`config.mk`:
```
export PLATFORM = sky130hd
export DESIGN_NAME = ssphp_top
export DESIGN_NICKNAME = d
export VERILOG_FILES = /design/src/inc/ssphp_pkg.sv /design/src/inc/ssphp_pwm_if.sv /design/src/hw/ssphp_fifo.sv /design/src/hw/ssphp_pwm.sv /design/src/hw/ssphp_top.sv
export SDC_FILE = /design/constraint.sdc
export NUM_CORES = 1
export LEC_CHECK = 0
export BUFFER_PORTS_ARGS = -buffer_cell sky130_fd_sc_hd__buf_2
export CAP_MARGIN = 20
export CORE_ASPECT_RATIO = 0.8
export CORE_MARGIN = 2
export CORE_UTILIZATION = 37
export DETAILED_ROUTE_END_ITERATION = 7
export SLEW_MARGIN = 20
export SYNTH_ARGS = -nofsm -noshare
export SYNTH_HDL_FRONTEND = slang
export SYNTH_HIERARCHICAL = 1
export SYNTH_SLANG_ARGS = --single-unit
```
`constraint.sdc`:
```
create_clock -name i_mclk -period 8.98 [get_ports i_mclk]
set_clock_uncertainty 0.1 [all_clocks]
set_input_delay 1.347 -clock i_mclk [delete_from_list [all_inputs] [get_ports i_mclk]]
set_output_delay 1.347 -clock i_mclk [all_outputs]
set_load 0.02 [all_outputs]
```
`src/inc/ssphp_pkg.sv`:
```
// Shared constants and types for the serial port and pulse output block
package ssphp_pkg;

    // ==========================================================
    // Frame layout
    localparam int          FRAME_HALF   = 16;           // Bits in address or data half
    localparam int          DIR_BIT      = 15;           // Direction bit of address word
    localparam logic [3:0]  LAST_BIT     = 4'hF;         // Count of last bit in a half

    // ==========================================================
    // Register offsets (low 15 bits of the address word)
    localparam logic [14:0] ADDR_PWM_CFG = 15'h000D;     // pwm_output_config
    localparam logic [14:0] ADDR_MAIN    = 15'h0100;     // Main output register
    localparam logic [14:0] ADDR_CHKSUM  = 15'h0108;     // read_checksum
    localparam logic [14:0] ADDR_LIN     = 15'h0122;     // Linear position register

    // ==========================================================
    // Config register field positions
    localparam int          CFG_HI_MSB   = 15;           // duty_upper_clamp top bit
    localparam int          CFG_HI_LSB   = 10;           // duty_upper_clamp low bit
    localparam int          CFG_LO_MSB   = 9;            // duty_lower_clamp top bit
    localparam int          CFG_LO_LSB   = 4;            // duty_lower_clamp low bit
    localparam int          CFG_EN_BIT   = 3;            // pulse_out_enable
    localparam int          CFG_SH_MSB   = 2;            // pulse_resolution_shift top bit

    // ==========================================================
    // Values after reset
    localparam logic [15:0] CFG_RST      = 16'h0000;     // Config reset value
    localparam logic [15:0] CHK_RST      = 16'h0000;     // Checksum start value
    localparam logic [15:0] WORD_RST     = 16'h0000;     // Other data words

    // ==========================================================
    // Pulse output scaling
    localparam logic [15:0] DUTY_INV     = 16'h7FFF;     // Signed position to inverse duty
    localparam logic [15:0] DUTY_FULL    = 16'hFFFF;     // Full-scale duty count
    localparam logic [5:0]  CLAMP_FULL   = 6'h3F;        // Largest clamp code
    localparam logic [15:0] CLAMP_STEP   = 16'h0208;     // Duty counts per clamp code

    // ==========================================================
    // Result word through the buffer: error, main, linear
    localparam int          RES_W        = 33;

    // Frame phases
    typedef enum logic [1:0] {F_IDLE, F_ADDR, F_DATA, F_DONE} ssphp_frame_t;

endpackage

```
`src/inc/ssphp_pwm_if.sv`:
```
// Carrier between frame engine and pulse generator
`timescale 1ns/100ps
interface ssphp_pwm_if;
    logic [15:0] position;                               // Signed linear position
    logic        err;                                    // Measurement error
    logic        enable;                                 // pulse_out_enable
    logic [2:0]  shift;                                  // pulse_resolution_shift
    logic [5:0]  upper_clamp;                            // duty_upper_clamp
    logic [5:0]  lower_clamp;                            // duty_lower_clamp

    modport src  (output position, err, enable, shift, upper_clamp, lower_clamp);
    modport sink (input  position, err, enable, shift, upper_clamp, lower_clamp);
endinterface

```
`src/hw/ssphp_fifo.sv`:
```
// Result buffer with valid and ready on both sides
`timescale 1ns/100ps
module ssphp_fifo #(
    parameter int W = 33,
    parameter int D = 16
) (
    input  wire logic         i_mclk,
    input  wire logic         i_rstn,
    input  wire logic         i_in_valid,
    output logic              o_in_ready,
    input  wire logic [W-1:0] i_in_data,
    output logic              o_out_valid,
    input  wire logic         i_out_ready,
    output logic [W-1:0]      o_out_data
);
    localparam int AW = (D > 1) ? $clog2(D) : 1;
    localparam int CW = $clog2(D + 1);

    logic [W-1:0]  mem [D];                              // Storage words
    logic [AW-1:0] wr_ptr_reg;                           // Write pointer
    logic [AW-1:0] rd_ptr_reg;                           // Read pointer
    logic [CW-1:0] cnt_reg;                              // Words held
    logic          push;                                 // Accepted write
    logic          pop;                                  // Accepted read

    assign o_in_ready  = (cnt_reg != CW'(D));
    assign o_out_valid = (cnt_reg != '0);
    assign push        = i_in_valid & o_in_ready;
    assign pop         = o_out_valid & i_out_ready;
    assign o_out_data  = mem[rd_ptr_reg];

    // Storage write
    always_ff @(posedge i_mclk) begin
        if (push) begin
            mem[wr_ptr_reg] <= i_in_data;
        end
    end

    // Pointers and fill count
    always_ff @(posedge i_mclk or negedge i_rstn) begin
        if (!i_rstn) begin
            wr_ptr_reg <= '0;
            rd_ptr_reg <= '0;
            cnt_reg    <= '0;
        end else begin
            if (push) begin
                wr_ptr_reg <= (wr_ptr_reg == AW'(D - 1)) ? '0 : wr_ptr_reg + 1'b1;
            end
            if (pop) begin
                rd_ptr_reg <= (rd_ptr_reg == AW'(D - 1)) ? '0 : rd_ptr_reg + 1'b1;
            end
            cnt_reg <= cnt_reg + CW'(push) - CW'(pop);
        end
    end
endmodule // ssphp_fifo

```
`src/hw/ssphp_pwm.sv`:
```
// Single-wire pulse output of the linear position
`timescale 1ns/100ps
module ssphp_pwm import ssphp_pkg::*; (
    input  wire logic  i_mclk,
    input  wire logic  i_rstn,
    ssphp_pwm_if.sink  pif,
    output logic       o_pwm
);
    logic [15:0] cnt_reg;                                // Period counter, one step per clock
    logic [15:0] duty_reg;                               // Duty held for one period
    logic [15:0] mask;                                   // Last count of the period
    logic [15:0] raw;                                    // Inverse duty, full scale
    logic [15:0] min_d;                                  // Floor from upper clamp code
    logic [15:0] max_d;                                  // Ceiling from lower clamp code
    logic [15:0] clamped;                                // Duty after clamping

    // Inverse linear map and clamping, then resolution shift
    always_comb begin
        mask    = DUTY_FULL >> pif.shift;
        raw     = pif.position ^ DUTY_INV;
        min_d   = 16'((CLAMP_FULL - pif.upper_clamp) * CLAMP_STEP);
        max_d   = DUTY_FULL - 16'(pif.lower_clamp * CLAMP_STEP);
        clamped = raw;
        if (raw < min_d) begin
            clamped = min_d;
        end else if (raw > max_d) begin
            clamped = max_d;
        end
    end

    // Period counter; duty sampled at period start to avoid runt pulses
    always_ff @(posedge i_mclk or negedge i_rstn) begin
        if (!i_rstn) begin
            cnt_reg  <= WORD_RST;
            duty_reg <= WORD_RST;
        end else begin
            cnt_reg <= (cnt_reg >= mask) ? WORD_RST : cnt_reg + 16'h0001;
            if (cnt_reg >= mask) begin
                duty_reg <= clamped >> pif.shift;
            end
        end
    end

    // Output stage; error or disable forces 0 percent
    always_ff @(posedge i_mclk or negedge i_rstn) begin
        if (!i_rstn) begin
            o_pwm <= 1'b0;
        end else begin
            o_pwm <= pif.enable & ~pif.err &
                     ((duty_reg >= mask) | (cnt_reg < duty_reg));
        end
    end
endmodule // ssphp_pwm

```
`src/hw/ssphp_top.sv`:
```
// Serial frame engine with checksum, result buffer and pulse output
//
// Functional notes
// - Capture MOSI and drive MISO for rising SCK.
// - Frame is 16 address then 16 data bits.
// - Address top bit: 0 reads, 1 writes.
// - After address, shift addressed register out.
// - Reads return latest completed measurement.
// - Config write stores data, shifts old contents out.
// - After write, next frame echoes previous address.
// - Each read XORs content into checksum.
// - Checksum readable at its own address.
// - Pulse counts one system clock per step.
// - Shift position right 0 to 7 places.
// - Error forces zero percent duty.
// - Larger position gives smaller duty.
// - Enable bit 3, reset disabled.
// - Two 6-bit clamp fields bound duty.
// - Bits 2 to 0 hold resolution shift code.
// - Ready set on result, cleared by main or linear read.
// - Every serial register is 16 bits.
// - Duty linear in signed position value.
`timescale 1ns/100ps
module ssphp_top import ssphp_pkg::*; #(
    parameter int FIFO_DEPTH = 16
) (
    input  wire logic        i_mclk,
    input  wire logic        i_rstn,
    input  wire logic        i_sck,
    input  wire logic        i_cs_n,
    input  wire logic        i_mosi,
    output logic             o_miso,
    output logic             o_miso_oe_n,
    input  wire logic        i_meas_valid,
    output logic             o_meas_ready,
    input  wire logic [15:0] i_meas_main,
    input  wire logic [15:0] i_meas_lin,
    input  wire logic        i_meas_err,
    output logic             o_ready,
    output logic             o_pwm
);

    // ==========================================================
    // Declarations
    // Pin capture
    logic               sck_s1_reg;                      // SCK first sync stage
    logic               sck_s2_reg;                      // SCK second sync stage
    logic               sck_s3_reg;                      // SCK edge history
    logic               cs_s1_reg;                       // Select first sync stage
    logic               cs_s2_reg;                       // Select second sync stage
    logic               mosi_s1_reg;                     // MOSI first sync stage
    logic               mosi_s2_reg;                     // MOSI second sync stage
    logic               sck_rise;                        // Rising SCK seen
    logic               sck_fall;                        // Falling SCK seen
    logic               cs_act;                          // Frame in progress

    // Frame engine
    ssphp_frame_t       state_reg;                       // Frame phase
    logic [3:0]         bit_cnt_reg;                     // Bit within current half
    logic [15:0]        rx_reg;                          // MOSI shift register
    logic [15:0]        rx_next;                         // Shift register with new bit
    logic [15:0]        addr_reg;                        // Command word of the frame
    logic [15:0]        tx_reg;                          // MISO shift register
    logic [15:0]        prev_reg;                        // Word sent in next address half
    logic [15:0]        snap_reg;                        // Contents loaded for this frame
    logic [15:0]        rd_data;                         // Addressed register contents
    logic               load_evt;                        // Contents go onto MISO
    logic               last_rise;                       // Final data bit captured
    logic               is_write;                        // Frame is a write

    // Register file
    logic [15:0]        cfg_reg;                         // pwm_output_config
    logic [15:0]        chk_reg;                         // read_checksum
    logic [15:0]        main_reg;                        // Main output value
    logic [15:0]        lin_reg;                         // Linear position value
    logic               err_reg;                         // Error of last result
    logic               ready_set;                       // New result accepted
    logic               ready_clr;                       // Result register read

    // Buffer side
    logic               res_valid;                       // Buffer holds a result
    logic               res_take;                        // Buffer drain strobe
    logic [RES_W-1:0]   res_word;                        // Buffer head

    // Pulse side
    ssphp_pwm_if        pwm_bus ();                      // Carrier to pulse generator

    // ==========================================================
    // Input synchronisers
    // Two stages for every pin; edges found from stage two onward
    // Select resets high: no false frame
    // SCK resets low, its idle level
    always_ff @(posedge i_mclk or negedge i_rstn) begin
        if (!i_rstn) begin
            sck_s1_reg  <= 1'b0;
            sck_s2_reg  <= 1'b0;
            sck_s3_reg  <= 1'b0;
            cs_s1_reg   <= 1'b1;
            cs_s2_reg   <= 1'b1;
            mosi_s1_reg <= 1'b0;
            mosi_s2_reg <= 1'b0;
        end else begin
            sck_s1_reg  <= i_sck;
            sck_s2_reg  <= sck_s1_reg;
            sck_s3_reg  <= sck_s2_reg;
            cs_s1_reg   <= i_cs_n;
            cs_s2_reg   <= cs_s1_reg;
            // Read only at detected rises
            mosi_s1_reg <= i_mosi;
            mosi_s2_reg <= mosi_s1_reg;
        end
    end

    // Edge detection in the system clock domain
    // Masked while deselected
    // SCK half period must exceed 3 clocks
    assign cs_act   = ~cs_s2_reg;
    assign sck_rise = cs_act & sck_s2_reg & ~sck_s3_reg;
    assign sck_fall = cs_act & ~sck_s2_reg & sck_s3_reg;

    // ==========================================================
    // Frame decode helpers
    // Count is zero again in the data half
    assign rx_next   = {rx_reg[14:0], mosi_s2_reg};
    assign is_write  = addr_reg[DIR_BIT];
    assign load_evt  = sck_fall & (state_reg == F_DATA) & (bit_cnt_reg == 4'h0);
    assign last_rise = sck_rise & (state_reg == F_DATA) & (bit_cnt_reg == LAST_BIT);

    // Register read multiplexer, all words 16 bits
    // Decoded from the latched command
    always_comb begin
        unique case (addr_reg[14:0])
            ADDR_MAIN:    rd_data = main_reg;
            ADDR_LIN:     rd_data = lin_reg;
            ADDR_CHKSUM:  rd_data = chk_reg;
            ADDR_PWM_CFG: rd_data = cfg_reg;
            default:      rd_data = WORD_RST;            // Unmapped reads as zero
        endcase
    end

    // ==========================================================
    // Frame phase and bit counter
    // Count wraps 15 to 0 between halves
    // Only deselect leaves the done phase
    always_ff @(posedge i_mclk or negedge i_rstn) begin
        if (!i_rstn) begin
            state_reg   <= F_IDLE;
            bit_cnt_reg <= 4'h0;
        end else if (!cs_act) begin
            // Deselected: realign to address bit 15
            state_reg   <= F_IDLE;
            bit_cnt_reg <= 4'h0;
        end else begin
            unique case (state_reg)
                F_IDLE: begin
                    // Spare clock before first rise
                    state_reg <= F_ADDR;
                end
                F_ADDR: begin
                    // Sixteen address bits
                    if (sck_rise) begin
                        bit_cnt_reg <= bit_cnt_reg + 4'h1;
                        if (bit_cnt_reg == LAST_BIT) begin
                            state_reg <= F_DATA;
                        end
                    end
                end
                F_DATA: begin
                    // Sixteen data bits
                    if (sck_rise) begin
                        bit_cnt_reg <= bit_cnt_reg + 4'h1;
                        if (bit_cnt_reg == LAST_BIT) begin
                            state_reg <= F_DONE;
                        end
                    end
                end
                F_DONE: begin
                    // Extra clocks ignored until deselect
                    state_reg <= F_DONE;
                end
            endcase
        end
    end

    // MOSI shift register
    // Free-running; latch points pick it up
    always_ff @(posedge i_mclk or negedge i_rstn) begin
        if (!i_rstn) begin
            rx_reg <= WORD_RST;
        end else if (sck_rise) begin
            rx_reg <= rx_next;
        end
    end

    // Command word latched after the sixteenth address bit
    // Held until the next command
    always_ff @(posedge i_mclk or negedge i_rstn) begin
        if (!i_rstn) begin
            addr_reg <= WORD_RST;
        end else if (sck_rise && state_reg == F_ADDR && bit_cnt_reg == LAST_BIT) begin
            addr_reg <= rx_next;
        end
    end

    // ==========================================================
    // MISO path
    // Preload while idle so the first bit is valid before the first rise
    // Fall shift gives half a period of setup
    always_ff @(posedge i_mclk or negedge i_rstn) begin
        if (!i_rstn) begin
            tx_reg <= WORD_RST;
        end else if (!cs_act) begin
            // Deselected: hold the echo word
            tx_reg <= prev_reg;
        end else if (load_evt) begin
            tx_reg <= rd_data;
        end else if (sck_fall) begin
            // Next bit launched on falling SCK, sampled on rising
            tx_reg <= {tx_reg[14:0], 1'b0};
        end
    end

    // Contents captured for the word echo of the next frame
    // Old contents on write, data on read
    always_ff @(posedge i_mclk or negedge i_rstn) begin
        if (!i_rstn) begin
            snap_reg <= WORD_RST;
        end else if (load_evt) begin
            snap_reg <= rd_data;
        end
    end

    // Word for the next address half: address after write, data after read
    // A cut frame keeps the old word
    always_ff @(posedge i_mclk or negedge i_rstn) begin
        if (!i_rstn) begin
            prev_reg <= WORD_RST;
        end else if (last_rise) begin
            prev_reg <= is_write ? addr_reg : snap_reg;
        end
    end

    // Pin drive: enable low only while selected
    // Two clocks behind the select pin
    assign o_miso      = tx_reg[15];
    assign o_miso_oe_n = cs_s2_reg;

    // ==========================================================
    // Configuration write
    // Committed only when all 16 data bits have arrived
    // Other write addresses are dropped
    always_ff @(posedge i_mclk or negedge i_rstn) begin
        if (!i_rstn) begin
            cfg_reg <= CFG_RST;
        end else if (last_rise && is_write && addr_reg[14:0] == ADDR_PWM_CFG) begin
            cfg_reg <= rx_next;
        end
    end

    // ==========================================================
    // Read checksum
    // Updated once per read frame, when the contents are loaded
    // Reading the checksum clears it
    always_ff @(posedge i_mclk or negedge i_rstn) begin
        if (!i_rstn) begin
            chk_reg <= CHK_RST;
        end else if (load_evt && !is_write) begin
            chk_reg <= chk_reg ^ rd_data;
        end
    end

    // ==========================================================
    // Result buffer
    // Drained only between frames so a frame sees stable contents
    // Fills while selected
    // One result per idle clock
    assign res_take = res_valid & ~cs_act;

    ssphp_fifo #(
        .W (RES_W),
        .D (FIFO_DEPTH)
    ) u_fifo (
        .i_mclk      (i_mclk),
        .i_rstn      (i_rstn),
        .i_in_valid  (i_meas_valid),
        .o_in_ready  (o_meas_ready),
        .i_in_data   ({i_meas_err, i_meas_main, i_meas_lin}),
        .o_out_valid (res_valid),
        .i_out_ready (~cs_act),
        .o_out_data  (res_word)
    );

    // Latest completed measurement
    // Error, main and linear move together
    // Held until the next drain
    always_ff @(posedge i_mclk or negedge i_rstn) begin
        if (!i_rstn) begin
            main_reg <= WORD_RST;
            lin_reg  <= WORD_RST;
            err_reg  <= 1'b0;
        end else if (res_take) begin
            err_reg  <= res_word[32];
            main_reg <= res_word[31:16];
            lin_reg  <= res_word[15:0];
        end
    end

    // ==========================================================
    // Ready flag
    // Set by a drain, cleared by a main or linear read
    assign ready_set = res_take;
    assign ready_clr = load_evt & ~is_write &
                       ((addr_reg[14:0] == ADDR_MAIN) | (addr_reg[14:0] == ADDR_LIN));

    // New result wins over a clear in the same cycle
    always_ff @(posedge i_mclk or negedge i_rstn) begin
        if (!i_rstn) begin
            o_ready <= 1'b0;
        end else if (ready_set) begin
            o_ready <= 1'b1;
        end else if (ready_clr) begin
            o_ready <= 1'b0;
        end
    end

    // ==========================================================
    // Pulse output
    // Config fields to the generator
    assign pwm_bus.position    = lin_reg;
    assign pwm_bus.err         = err_reg;
    assign pwm_bus.enable      = cfg_reg[CFG_EN_BIT];
    assign pwm_bus.shift       = cfg_reg[CFG_SH_MSB:0];
    assign pwm_bus.upper_clamp = cfg_reg[CFG_HI_MSB:CFG_HI_LSB];
    assign pwm_bus.lower_clamp = cfg_reg[CFG_LO_MSB:CFG_LO_LSB];

    ssphp_pwm u_pwm (
        .i_mclk (i_mclk),
        .i_rstn (i_rstn),
        .pif    (pwm_bus),
        .o_pwm  (o_pwm)
    );

endmodule // ssphp_top

```
==> flow_summary.yaml <==
cts:
  cts_root_buffer: "clkbuf_16"
  cts_buffers: 76
  ctsHoldBuffers: 0
  cts_tree: "done"
  clkTransAtPathRegs_ps: 60
  cts_resized: 0
  cts_setup_buffers: 0
  ctsHtreeMaxLevel: 3
  numClockSinks: 732
  clockBufferDepth: 3
  clk_latency_ps: 640
synth:
  synth_top_area_share: 0.506
  ys_async_sr_fraction: 0.279
  synth_top_area_cell: "edfxtp_1"
  synth-seq-area-share: 0.669
  syn_inst: 1960
  synth_ff_type: "edfxtp_1"
  ys_warn_count: 6
  syn_nets: 2069
  synth_area_um2: 31300
  avgSynthCellArea_um2: 16.0
  ys_types: 87
  netlist_top_cells_area: "edfxtp_1 51%, dfrtp_1 16%, mux2i_1 5.1%, mux4_2 5.0%, ha_1 2.8%"
  ys_ff_latch: 732
  synth_edf_count: 528
floorplan:
  num_io_pins: 44
  num_rows: 95
  core_um2: 83900
  initial_core_util: 0.373
  die_w_um: 329
  dieArea_um2: 87000
  die_height_um: 264
timing:
  fin_setup_tns_ps: 0
  hold_viol_final: 0
  finalCritPeriodShare: 0.425
  finalCriticalPeriod_ps: 3820
  setup_viol: 0
  rsz0062_at_grt: "no"
  fmax_mhz: 262
  slew-limit-headroom: 0.228
  worstMarginPinSlew_ps: 1160
  slew_violations: 0
layout:
  final_common_cell: "edfxtp_1"
  layoutNonFillerInstCount: 3185
  syn_to_final_growth_pct: 13.2
  fin_area_um2: 35500
  finalNetCount: 2113
  final_cell_mix: "528 x edfxtp_1, 199 x dfrtp_1, 160 x mux2i_1"
  regMostFlops: "u_fifo/mem"
  largest_reg_flops: 528
  drive_gt1_frac: 0.194
  fin_util: 0.423
grt:
  antenna_found_initial: 7
  gr-usage-met2: 0.264
  grt_util_met3: 0.0315
  grt_pass1_vias: 18073
  overflow: 0
  use_met1: 0.256
  grt_pass1_wl_mm: 115
  busiest_layer: "met2"
  grt_max_degree: 123
  grtUsageTotal: 0.175
worst_setup_path:
  r2r_cells: 10
  r2r_slack_ps: 5160
  setup.worst_path.start_class: "flop"
  crit_type: "reg2reg"
  cp_data_required_time_ps: 9390
  critical_path.max_fanout: 13
  critPathCaptureType: "flop"
  r2r-end: "u_pwm/duty_reg[4]"
  arrival_ps: 4230
  timing.rr.start: "lin_reg[12]"
drt:
  drtIter0Drc: 1721
  post_drt_wl_per_cell_um: 23.6
  wl_mm: 75.3
  route.vias.total: 17958
  drc_errors: 0
  drt_first_pass_iters: 5
  routed_via_density: 5.64
  ant_nets: 0
hold_path:
  hold_end: "sck_s2_reg"
  hp-start: "sck_s1_reg"
  hold_path_depth: 0
  hold_path_class: "reg2reg"
placed_design:
  dp_hpwl_mm: 45.1
  placed_area_um2: 32600
  gp_congestion: 0.834
  numPortBuffers: 43
  dp.cells: 3041
pwr:
  irDropWorstVdd_mv: 0.243
  power.density_nw_per_um2: 288
  p_leak_uw: 0.0132
run:
  drv_cap: 0
status:
  status: "complete, no violations"
synth_stat cells, types with 10 or more instances:
cell type	n
a221o_1	15
inv_1	59
buf_4	12
o22a_1	16
a21o_1	35
a21oi_1	62
xor2_1	27
nand2_1	86
clkbuf_1	50
mux2_4	11
nor2_1	52
and3_1	12
o21ai_0	68
buf_6	17
dfrtp_1	202
mux2i_1	160
mux2_2	74
a221oi_1	73
xnor2_1	10
buf_2	18
mux4_2	69
nand3_1	18
a22oi_1	63
ha_1	69
edfxtp_1	528
metrics by stage:
stage | hold WS (ps) | total power [uW] | setup WS, ps
floorplan | 231 | 6020 | 4140
global placement | 236 | 6720 | 5310
detailed placement | 243 | 6780 | 5190
CTS | 251 | 10300 | 5220
global route | 264 | 10600 | 5030
finish | 254 | 10200 | 5160
where the power goes:
part	switching [uW]	internal (uW)	leakage, uW
registers	362	4000	0.00743
clock network	1360	2120	0.00137
logic	1370	998	0.00445
total	3090	7110	0.0132
worst max path at each step:
stage | from | end | slack, ps | cells after the start
after floorplan | i_meas_valid | u_fifo/mem[7][0] | 4140 | 4
after global placement | i_meas_valid | u_fifo/mem[5][9] | 5310 | 4
after detailed placement | i_meas_valid | u_fifo/mem[4][9] | 5190 | 4
after CTS | lin_reg[12] | u_pwm/duty_reg[4] | 5220 | 10
after global routing | lin_reg[13] | u_pwm/duty_reg[2] | 5030 | 11
final | lin_reg[12] | u_pwm/duty_reg[4] | 5160 | 10
layer usage:
layer,vias to the layer above,wire length [um]
li1,7833,-
met1,9316,34200
met2,675,34300
met3,128,4880
met4,6,1840
met5,-,41
worst max-delay path: stages, from the launching register on:
cell,delay [ps]
dfrtp_1,520
inv_1,130
ha_1,320
nand4_1,160
nor3_2,280
a21boi_4,320
o21a_2,360
mux2_1,350
mux4_2,490
mux2_2,320
a221oi_1,320
logic make-up after synthesis:
logic type,share of synthesized area
buffers and inverters,0.0259
xor gates and xnor gates,0.0103
adders and majority gates,0.0282
and+or+nand+nor,0.0411
DFF,0.669
AOI/OAI and AO/OA,0.0920
muxes,0.133
cell type report:
| cell class | instances | area (um2) |
|---|---|---|
| diodes | 3 | 7.51 |
| clock buffers | 99 | 2150 |
| clock inverters | 42 | 654 |
| fillers | 7486 | 48500 |
| inverters | 59 | 221 |
| multi-input cells | 1064 | 9610 |
| flip-flops and latches | 732 | 21000 |
| well taps | 1115 | 1400 |
| repair buffers | 71 | 448 |
Note: power is estimated with default switching activity, not from simulation.
